**src/tic_pkg.sv**
```systemverilog
// Constants, register map and field layout of the time interval counter.
// Behaviour
// - Whole counter is timed from the 32.768 kHz crystal and runs through power-down.
// - Rate select bits 5:4 pick which time register overflow advances the interval.
// - Interval count equal to target sets sticky match flag bit 2, raising interrupt.
// - Match during power-down with interrupt enabled wakes device to vector 0053H.
// - One-shot bit 3 set makes a timeout clear the interval run bit.
// - One-shot bit clear reloads the interval counter at every timeout.
// - Interval run bit 1 enables or disables the 8-bit interval counter.
// - Timebase run bit 0 gates ticks; clearing restores last written time values.
// - Time registers take writes only while timebase run is low.
// - Hour wrap bit 6 set counts hours 0 to 23, else 0 to 255.
// - Fraction counts 0 to 127 each 1/128 s, rollover steps seconds.
// - Seconds count 0 to 59, rollover steps minutes.
// - Minutes count 0 to 59, rollover steps hours.
// - Target holds any value 0 to 255 and the compare uses it.
package tic_pkg;
   localparam logic [7:0]  ADDR_CONTROL    = 8'hA1;
   localparam logic [7:0]  ADDR_FRACTION   = 8'hA2;
   localparam logic [7:0]  ADDR_ONE_HZ     = 8'hA3;
   localparam logic [7:0]  ADDR_SIXTY_S    = 8'hA4;
   localparam logic [7:0]  ADDR_HOUR       = 8'hA5;
   localparam logic [7:0]  ADDR_TARGET     = 8'hA6;
   localparam logic [7:0]  RESET_BYTE      = 8'h00;
   localparam int          BIT_TIMEBASE    = 0;
   localparam int          BIT_INT_RUN     = 1;
   localparam int          BIT_FLAG        = 2;
   localparam int          BIT_ONE_SHOT    = 3;
   localparam int          BIT_RATE_LO     = 4;
   localparam int          BIT_RATE_HI     = 5;
   localparam int          BIT_HOUR_WRAP   = 6;
   localparam int          XTAL_HZ         = 32768;
   localparam int          FRACTION_HZ     = 128;
   localparam int          XTAL_PER_FRAC   = XTAL_HZ / FRACTION_HZ;
   localparam logic [7:0]  PRESC_MAX       = 8'(XTAL_PER_FRAC - 1);
   localparam logic [7:0]  FRACTION_MAX    = 8'h7F;
   localparam logic [7:0]  SIXTY_MAX       = 8'h3B;
   localparam logic [7:0]  HOUR_MAX_24     = 8'h17;
   localparam logic [7:0]  HOUR_MAX_256    = 8'hFF;
   localparam logic [15:0] WAKE_VECTOR     = 16'h0053;
   localparam logic [1:0]  RATE_FRACTION   = 2'h0;
   localparam logic [1:0]  RATE_SECONDS    = 2'h1;
   localparam logic [1:0]  RATE_MINUTES    = 2'h2;
   localparam logic [1:0]  RATE_HOURS      = 2'h3;
endpackage

```
**src/tic_top.sv**
```systemverilog
// Time interval counter: timebase chain, interval match and register port.
module tic_top (
   input  wire logic        core_clk_in,
   input  wire logic        reset_in,
   input  wire logic        xtal_clk_in,
   input  wire logic        power_down_in,
   input  wire logic        irq_enable_in,
   input  wire logic [7:0]  sfr_addr_in,
   input  wire logic        sfr_wr_in,
   input  wire logic        sfr_rd_in,
   input  wire logic [7:0]  sfr_wdata_in,
   output logic [7:0]       sfr_rdata_out,
   output logic             irq_out,
   output logic             wake_out,
   output logic [15:0]      wake_vector_out
);
   import tic_pkg::*;

   typedef struct packed {
      logic        xtal_prev;
      logic [7:0]  presc;
      logic        hour_wrap;
      logic [1:0]  rate;
      logic        one_shot;
      logic        flag;
      logic        irun;
      logic        trun;
      logic [7:0]  sh_frac;
      logic [7:0]  sh_sec;
      logic [7:0]  sh_min;
      logic [7:0]  sh_hour;
      logic [7:0]  target;
      logic [7:0]  icnt;
      logic [7:0]  rdata;
      logic        irq;
      logic        wake;
      logic [15:0] vec;
   } tic_state_s;

   tic_state_s s_q;
   tic_state_s s_d;

   logic       xtal_sync;
   logic       tick;
   logic       wr_ctrl;
   logic       wr_time;
   logic       time_load;
   logic       ovf_sel;
   logic       match_ev;
   logic [7:0] icnt_next;
   logic [7:0] hour_max;
   logic [7:0] frac_cnt;
   logic [7:0] sec_cnt;
   logic [7:0] min_cnt;
   logic [7:0] hour_cnt;
   logic       frac_wrap;
   logic       sec_wrap;
   logic       min_wrap;
   logic [7:0] ld_frac;
   logic [7:0] ld_sec;
   logic [7:0] ld_min;
   logic [7:0] ld_hour;

   // Pick the write data for one time register when it is addressed, else its shadow
   function automatic logic [7:0] load_pick(input logic [7:0] addr,
                                            input logic [7:0] shadow);
      return (sfr_wr_in && sfr_addr_in == addr) ? sfr_wdata_in : shadow;
   endfunction

   tic_sync u_xtal_sync (
      .core_clk_in (core_clk_in),
      .reset_in    (reset_in),
      .async_in    (xtal_clk_in),
      .sync_out    (xtal_sync)
   );

   // 1/128 s tick from crystal edges, never gated by power-down
   assign tick = s_q.trun && xtal_sync && !s_q.xtal_prev && (s_q.presc == PRESC_MAX);

   // Register write decode
   assign wr_ctrl = sfr_wr_in && (sfr_addr_in == ADDR_CONTROL);
   assign wr_time = sfr_wr_in && !s_q.trun
                    && (sfr_addr_in >= ADDR_FRACTION) && (sfr_addr_in <= ADDR_HOUR);

   // while stopped the counters hold the last written values
   // written values reach counters only while stopped
   assign time_load = !s_q.trun || wr_time;
   assign ld_frac   = s_q.trun ? s_q.sh_frac : load_pick(ADDR_FRACTION, s_q.sh_frac);
   assign ld_sec    = s_q.trun ? s_q.sh_sec  : load_pick(ADDR_ONE_HZ, s_q.sh_sec);
   assign ld_min    = s_q.trun ? s_q.sh_min  : load_pick(ADDR_SIXTY_S, s_q.sh_min);
   assign ld_hour   = s_q.trun ? s_q.sh_hour : load_pick(ADDR_HOUR, s_q.sh_hour);

   assign hour_max = s_q.hour_wrap ? HOUR_MAX_24 : HOUR_MAX_256;

   tic_wrap_cnt #(.W(8)) u_frac (
      .core_clk_in (core_clk_in),
      .reset_in    (reset_in),
      .step_in     (tick),
      .load_in     (time_load),
      .load_val_in (ld_frac),
      .max_in      (FRACTION_MAX),
      .count_out   (frac_cnt),
      .wrap_out    (frac_wrap)
   );

   tic_wrap_cnt #(.W(8)) u_sec (
      .core_clk_in (core_clk_in),
      .reset_in    (reset_in),
      .step_in     (frac_wrap),
      .load_in     (time_load),
      .load_val_in (ld_sec),
      .max_in      (SIXTY_MAX),
      .count_out   (sec_cnt),
      .wrap_out    (sec_wrap)
   );

   tic_wrap_cnt #(.W(8)) u_min (
      .core_clk_in (core_clk_in),
      .reset_in    (reset_in),
      .step_in     (sec_wrap),
      .load_in     (time_load),
      .load_val_in (ld_min),
      .max_in      (SIXTY_MAX),
      .count_out   (min_cnt),
      .wrap_out    (min_wrap)
   );

   // hours step on minutes rollover and wrap at the selected top
   tic_wrap_cnt #(.W(8)) u_hour (
      .core_clk_in (core_clk_in),
      .reset_in    (reset_in),
      .step_in     (min_wrap),
      .load_in     (time_load),
      .load_val_in (ld_hour),
      .max_in      (hour_max),
      .count_out   (hour_cnt),
      // Hour rollover feeds nothing further up, so its carry stays open
      .wrap_out    ()
   );

   // overflow that clocks the interval counter
   // Each unit is the carry out of the register below it, so 1/128 s is the tick itself
   // and hours are the minutes rollover; intervals then reach 256 hours at the top, with target 0
   always_comb begin
      unique case (s_q.rate)
         RATE_FRACTION: ovf_sel = tick;
         RATE_SECONDS:  ovf_sel = frac_wrap;
         RATE_MINUTES:  ovf_sel = sec_wrap;
         RATE_HOURS:    ovf_sel = min_wrap;
      endcase
   end

   // match when the advanced count equals the target
   assign icnt_next = 8'(s_q.icnt + 1'b1);
   assign match_ev  = s_q.irun && ovf_sel && (icnt_next == s_q.target);

   // Next state: software writes first, hardware events after so a set wins
   always_comb begin
      s_d     = s_q;
      s_d.vec = WAKE_VECTOR;
      if (xtal_sync && !s_q.xtal_prev && s_q.trun) begin
         s_d.presc = (s_q.presc == PRESC_MAX) ? RESET_BYTE : 8'(s_q.presc + 1'b1);
      end
      s_d.xtal_prev = xtal_sync;
      // Stopped timebase restarts a full 1/128 s on enable
      if (!s_q.trun) begin
         s_d.presc = RESET_BYTE;
      end
      if (wr_ctrl) begin
         s_d.hour_wrap = sfr_wdata_in[BIT_HOUR_WRAP];
         s_d.rate      = {sfr_wdata_in[BIT_RATE_HI], sfr_wdata_in[BIT_RATE_LO]};
         s_d.one_shot  = sfr_wdata_in[BIT_ONE_SHOT];
         s_d.flag      = sfr_wdata_in[BIT_FLAG];
         s_d.irun      = sfr_wdata_in[BIT_INT_RUN];
         s_d.trun      = sfr_wdata_in[BIT_TIMEBASE];
      end
      if (sfr_wr_in && sfr_addr_in == ADDR_TARGET) begin
         s_d.target = sfr_wdata_in;
      end
      // shadows keep the last software value
      if (wr_time) begin
         unique case (sfr_addr_in)
            ADDR_FRACTION: s_d.sh_frac = sfr_wdata_in;
            ADDR_ONE_HZ:   s_d.sh_sec  = sfr_wdata_in;
            ADDR_SIXTY_S:  s_d.sh_min  = sfr_wdata_in;
            default:       s_d.sh_hour = sfr_wdata_in;
         endcase
      end
      if (s_q.irun && ovf_sel) begin
         s_d.icnt = icnt_next;
      end
      if (match_ev) begin
         // sticky flag, set beats a same-cycle clear
         s_d.flag = 1'b1;
         s_d.icnt = RESET_BYTE;
         if (s_q.one_shot) begin
            s_d.irun = 1'b0;
         end
      end
      // disabled counter sits at zero so the next run starts there
      if (!s_d.irun || (wr_ctrl && !s_q.irun)) begin
         s_d.icnt = RESET_BYTE;
      end
      // interrupt request follows the flag when enabled
      s_d.irq  = s_q.flag && irq_enable_in;
      // wake pulse on a match in power-down
      s_d.wake = match_ev && power_down_in && irq_enable_in;
      if (sfr_rd_in) begin
         unique case (sfr_addr_in)
            ADDR_CONTROL:  s_d.rdata = {1'b0, s_q.hour_wrap, s_q.rate, s_q.one_shot,
                                        s_q.flag, s_q.irun, s_q.trun};
            ADDR_FRACTION: s_d.rdata = frac_cnt;
            ADDR_ONE_HZ:   s_d.rdata = sec_cnt;
            ADDR_SIXTY_S:  s_d.rdata = min_cnt;
            ADDR_HOUR:     s_d.rdata = hour_cnt;
            ADDR_TARGET:   s_d.rdata = s_q.target;
            default:       s_d.rdata = RESET_BYTE;
         endcase
      end
   end

   // Single state register; all outputs come from it
   always_ff @(posedge core_clk_in) begin
      if (reset_in) begin
         s_q <= '0;
      end else begin
         s_q <= s_d;
      end
   end

   assign sfr_rdata_out   = s_q.rdata;
   assign irq_out         = s_q.irq;
   assign wake_out        = s_q.wake;
   assign wake_vector_out = s_q.vec;
endmodule

```
**src/tic_sync.sv**
```systemverilog
// Two-stage synchroniser for a level coming from outside the core clock domain.
module tic_sync (
   input  wire logic core_clk_in,
   input  wire logic reset_in,
   input  wire logic async_in,
   output logic      sync_out
);
   typedef struct packed {
      logic meta;
      logic stable;
   } tic_sync_s;

   tic_sync_s s_q;
   tic_sync_s s_d;

   // First stage feeds only the second stage
   always_comb begin
      s_d.meta   = async_in;
      s_d.stable = s_q.meta;
   end

   always_ff @(posedge core_clk_in) begin
      if (reset_in) begin
         s_q <= '0;
      end else begin
         s_q <= s_d;
      end
   end

   assign sync_out = s_q.stable;
endmodule

```
**src/tic_wrap_cnt.sv**
```systemverilog
// Wrapping time counter with load, programmable top value and rollover carry.
module tic_wrap_cnt #(
   parameter int W = 8
) (
   input  wire logic         core_clk_in,
   input  wire logic         reset_in,
   input  wire logic         step_in,
   input  wire logic         load_in,
   input  wire logic [W-1:0] load_val_in,
   input  wire logic [W-1:0] max_in,
   output logic [W-1:0]      count_out,
   output logic              wrap_out
);
   typedef struct packed {
      logic [W-1:0] count;
   } tic_cnt_s;

   tic_cnt_s s_q;
   tic_cnt_s s_d;

   // Carry is combinational so a whole chain rolls over in one cycle
   assign wrap_out = step_in && !load_in && (s_q.count >= max_in);

   // Load beats counting; values above the top fold back to zero
   always_comb begin
      s_d = s_q;
      if (load_in) begin
         s_d.count = load_val_in;
      end else if (step_in) begin
         s_d.count = (s_q.count >= max_in) ? '0 : W'(s_q.count + 1'b1);
      end
   end

   always_ff @(posedge core_clk_in) begin
      if (reset_in) begin
         s_q <= '0;
      end else begin
         s_q <= s_d;
      end
   end

   assign count_out = s_q.count;
endmodule

```
**config.mk**
```make
export PLATFORM = sky130hd
export DESIGN_NAME = tic_top
export DESIGN_NICKNAME = d
export VERILOG_FILES = /design/src/tic_pkg.sv /design/src/tic_top.sv /design/src/tic_sync.sv /design/src/tic_wrap_cnt.sv
export SDC_FILE = /design/constraint.sdc
export NUM_CORES = 1
export LEC_CHECK = 0
export BUFFER_PORTS_ARGS = -buffer_cell sky130_fd_sc_hd__buf_4
export CAP_MARGIN = 20
export CORE_MARGIN = 2
export CORE_UTILIZATION = 45
export CTS_CLUSTER_SIZE = 14
export DETAILED_ROUTE_END_ITERATION = 7
export GPL_ROUTABILITY_DRIVEN = 0
export GPL_TIMING_DRIVEN = 0
export SLEW_MARGIN = 20
export SYNTH_ARGS = -nofsm -noshare
export SYNTH_HDL_FRONTEND = slang
export SYNTH_SLANG_ARGS = --single-unit
```
**constraint.sdc**
```tcl
create_clock -name core_clk_in -period 3.2 [get_ports core_clk_in]
set_input_delay 0.48 -clock core_clk_in [delete_from_list [all_inputs] [get_ports core_clk_in]]
set_output_delay 0.48 -clock core_clk_in [all_outputs]
set_load 0.05 [all_outputs]
```
==> results.md <==
- The biggest area contributor in the post-synthesis netlist is dfxtp_1.
- The total DRC errors in the routed layout is 0.
- The die covers 14500 µm².
- The fraction of the cycle the final worst path needs is 0.759.
- Counting along the longest clock path gives a buffer depth of 2.
- The number of gates resized after cts is 0.
- At the end of the flow, the number of nets in the layout was 770.
- Of the total power, the share spent switching nets is 0.248.
- The final-report hold violation count is 0.
- The number of detailed-routing iterations run before antenna repair is 5.
- The type of element capturing the critical path is a register.
- In the final layout, the multi-input gates occupy 3590 µm².
- The area of the core is roughly 13000 µm².
- The number of nets still failing antenna checks after routing is 0.
- The startpoint type of the worst setup path is a register.
- TritonCTS built the clock tree.
- The number of antenna violations at the first check in global routing is 0.
- The data arrival time at the worst-slack endpoint is 2.66 ns.
- The worst-case reg-to-reg path depth is 7.
- The final number of setup-violating endpoints is 0.
- The required time of the worst setup path is 3.43 ns.
- Setup repair after global routing left no endpoint under its margin.
- The average footprint of a synthesized cell is around 8.9 µm².
- The estimated wirelength of the detail-placed design is 12300 µm.
- The slew at the pin closest to its max-slew limit is approximately 0.84 ns.
- Dividing total power by cell area gives a power density of around 400 nW/µm².
- The via count of the first global-routing pass is 5043.
- The root buffer cell chosen for the clock tree is clkbuf_16.
- The kind of path behind the tightest hold check is in2reg.
- The share of total power dissipated in combinational logic is 0.078.
- The timing-limited maximum frequency is 0.412 GHz.
- The wire length per cell after detailed routing is 18.3 µm.
- The number of distinct library cells after synthesis is 76.
- The setup path with the least slack is of type reg2reg.
- The number of vias per cell is 5.76.
- The sequential fraction of the synthesis area is 0.358.
- The clock network fraction of design power is 0.422.
- Yosys mapped a number of flops with a built-in enable equal to 0.
- The count of hold-fix buffers inserted at cts is 0.
- In the synthesized netlist the dominant register cell turns out to be dfxtp_1.
- The clock-pin slew on the worst setup and hold paths is 0.07 ns.
- IR analysis of the VDD net gives a maximum drop of 0.298 mV.
- Across all setup checks in the final design, the least slack found is 0.772 ns.
- The proportion of register bits with asynchronous set or reset after synthesis is 0.
- The number of top-level pins is 49.
- In the global route stage, overall resource usage came out at 0.239.
- The die is 120 µm tall.
- Relative to the synthesized area, the layout overhead comes to 12.5%.
- The later pin in the worst-skew pair is clocked with a latency of 0.37 ns.
- The fill cell instance count of the final layout is 1299.
- The count of buffers added by post-CTS timing repair for setup is 0.
- The sequential cell area is 2180 µm².
- On the final layout, the worst clock skew is between 0.01 and 0.015 ns.
- The shortest period the worst path allows is 2.43 ns.
- The design draws about 0.0027 W.
- For this run, the number of Yosys warnings is 0.
- The number of max-slew violations in the final report is 0.
- The DRC marker count from the first detailed-route iteration is about 360.
- After synthesis, the most frequently instantiated cells are dfxtp_1 (109), nor2_1 (95), mux2i_1 (68).
- The net switching power is 0.000679 W.
- The starting density of the core is 0.461.
- The repair_antennas step left the layout with diodes totalling 0.
- The floorplan step set the die width to 120 µm.
- Entering global routing, the biggest net connects 18 pins.
- In the post-synthesis netlist, the biggest area contributors are dfxtp_1 (36%), mux2i_1 (11%), nor2_1 (5.8%).
- The mapped netlist covers roughly 6000 µm².
- Among all cell types in the netlist, the one instantiated most often is dfxtp_1.
- The fraction of layout cells with a size suffix above 1 is 0.166.
- The total negative slack for setup checks is 0 ns.
- For this run the aggregate overflow at the end of global routing stands at 0.
- The flow ran to the end, and the final reports show no timing, DRC or antenna violations.
- The max-slew headroom at the worst pin is 0.435.
- At the placement stage, the worst setup path has a slack of 0.673 ns.
- The cell-internal power is between 0.002 and 0.0025 W.
- The total of flip-flops plus latches after synthesis is 109.
- The number of max-capacitance violations reported is 0.
- The first global-routing pass estimated 26800 µm of wire.
- The number of placement rows is 42.
- For this block, the routed nets add up to approximately 17000 µm of wire.
- The number of CTS-inserted buffers is 9.
- The worst hold path cell count is 2.
- Synthesis handed over a netlist of 689 instances.
- Of all nets on the critical path, the largest fanout is 7.
- Input and output buffers added on the ports amount to 26.
- The count of vias placed by the detailed router is roughly 5300.
- The register share of total power is 0.500.
- The number of clock sinks is 109.
- The number of H-tree levels is 3.
- Summed over all cells, the static leakage comes to between 2 and 3 nW.
- Of the post-synthesis cell area, the dominant cell type holds 0.358.
-- path summary, 6_finish.rpt --
| path | from | slack (ns) | endpoint |
|---|---|---|---|
| min | xtal_clk_in | 0.33 | u_xtal_sync.s_d[0] |
| max | s_q[81] | 0.77 | u_min.count_out[0] |
| max reg2reg | s_q[81] | 0.77 | u_min.count_out[0] |
| min reg2reg | u_xtal_sync.s_d[0] | 0.44 | u_xtal_sync.sync_out |
-- through the flow --
| step | cells | utilization | instance area (µm²) | hold WS (ns) |
|---|---|---|---|---|
| 4_1_cts | 918 | 0.518 | 6860 | 0.316 |
| 3_5_place_dp | 902 | 0.495 | 6560 | 0.427 |
| 2_1_floorplan | 700 | - | 6140 | 0.414 |
| 5_1_grt | 918 | 0.518 | 6860 | 0.338 |
| 3_3_place_gp | 902 | 0.495 | 6560 | 0.424 |
| 6_report | 918 | 0.518 | 6860 | 0.330 |
-- cell families (layout without fill, tap and decap cells) --
logic type                 after synthesis  count (layout)  synth area share
muxes                                   80              80             0.134
AOI/OAI and AO/OA                      136             136             0.169
DFF                                    109             109             0.358
and+or+nand+nor                        264             264             0.230
adders and majority gates               10              10            0.0205
buffers and inverters                   70             112            0.0609
other                                    1              12          0.000615
xor gates and xnor gates                19              19            0.0273
-- sequential cells by signal (all words and copies together) (netlist names) --
| register | count |
|---|---|
| u_min.count_out | 8 |
| wake_vector_out | 1 |
| u_frac.count_out | 8 |
| u_xtal_sync.sync_out | 1 |
| irq_out | 1 |
| sfr_rdata_out | 8 |
| wake_out | 1 |
| u_xtal_sync.s_d | 1 |
| u_hour.count_out | 8 |
| s_q | 64 |
| u_sec.count_out | 8 |
-- worst max-delay path: stages (launching register included) --
cell and delay [ns]:
dfxtp_1 0.37, ha_1 0.20, nand4b_2 0.22, or3_4 0.44, o21ai_1 0.42, nand2_1 0.27
a211oi_1 0.32, nor2_1 0.06
-- power by group through the flow --
stage / combinational, W / clock [W] / sequential, W
floorplan: 0.000149 / 0 / 0.00140
CTS: 0.000213 / 0.00118 / 0.00137
global route: 0.000225 / 0.00124 / 0.00137
finish: 0.000213 / 0.00116 / 0.00137
detailed placement: 0.000213 / 0 / 0.00140
global placement: 0.000211 / 0 / 0.00140
-- cells in the final DEF (no fill, tap or decap), drive strengths merged, types with 7 or more instances in the layout --
cell type and n:
dfxtp 109, nor2 96, mux2i 68, buf 65
nand2 60, clkbuf 35, a21oi 31, nand3 29
o21ai 19, a22oi 14, nor3 13, nor2b 12
mux2 12, conb 12, a211oi 11, xor2 10
ha 10, or3 10, xnor2 9, inv 8
a221oi 7, o22ai 7, nand4 7
-- routing by layer --
layer / global-route usage / part of all wire / vias up
met4: 0.0872 / 0.028 / 0
met2: 0.383 / 0.47 / 147
li1: - / - / 2565
met3: 0.0566 / 0.040 / 28
met5: 0 / 0 / -
met1: 0.314 / 0.47 / 2544
-- final cells by class --
class                      count  share of cell area
tap                          176              0.0321
timing repair buffer          26              0.0285
sequential                   109               0.318
inverter                       8             0.00438
clock inverter                 4             0.00821
buffer                        62              0.0498
clock buffer                  12              0.0359
multi-input combinational    521               0.523
Note: power is estimated with default switching activity, not from simulation.
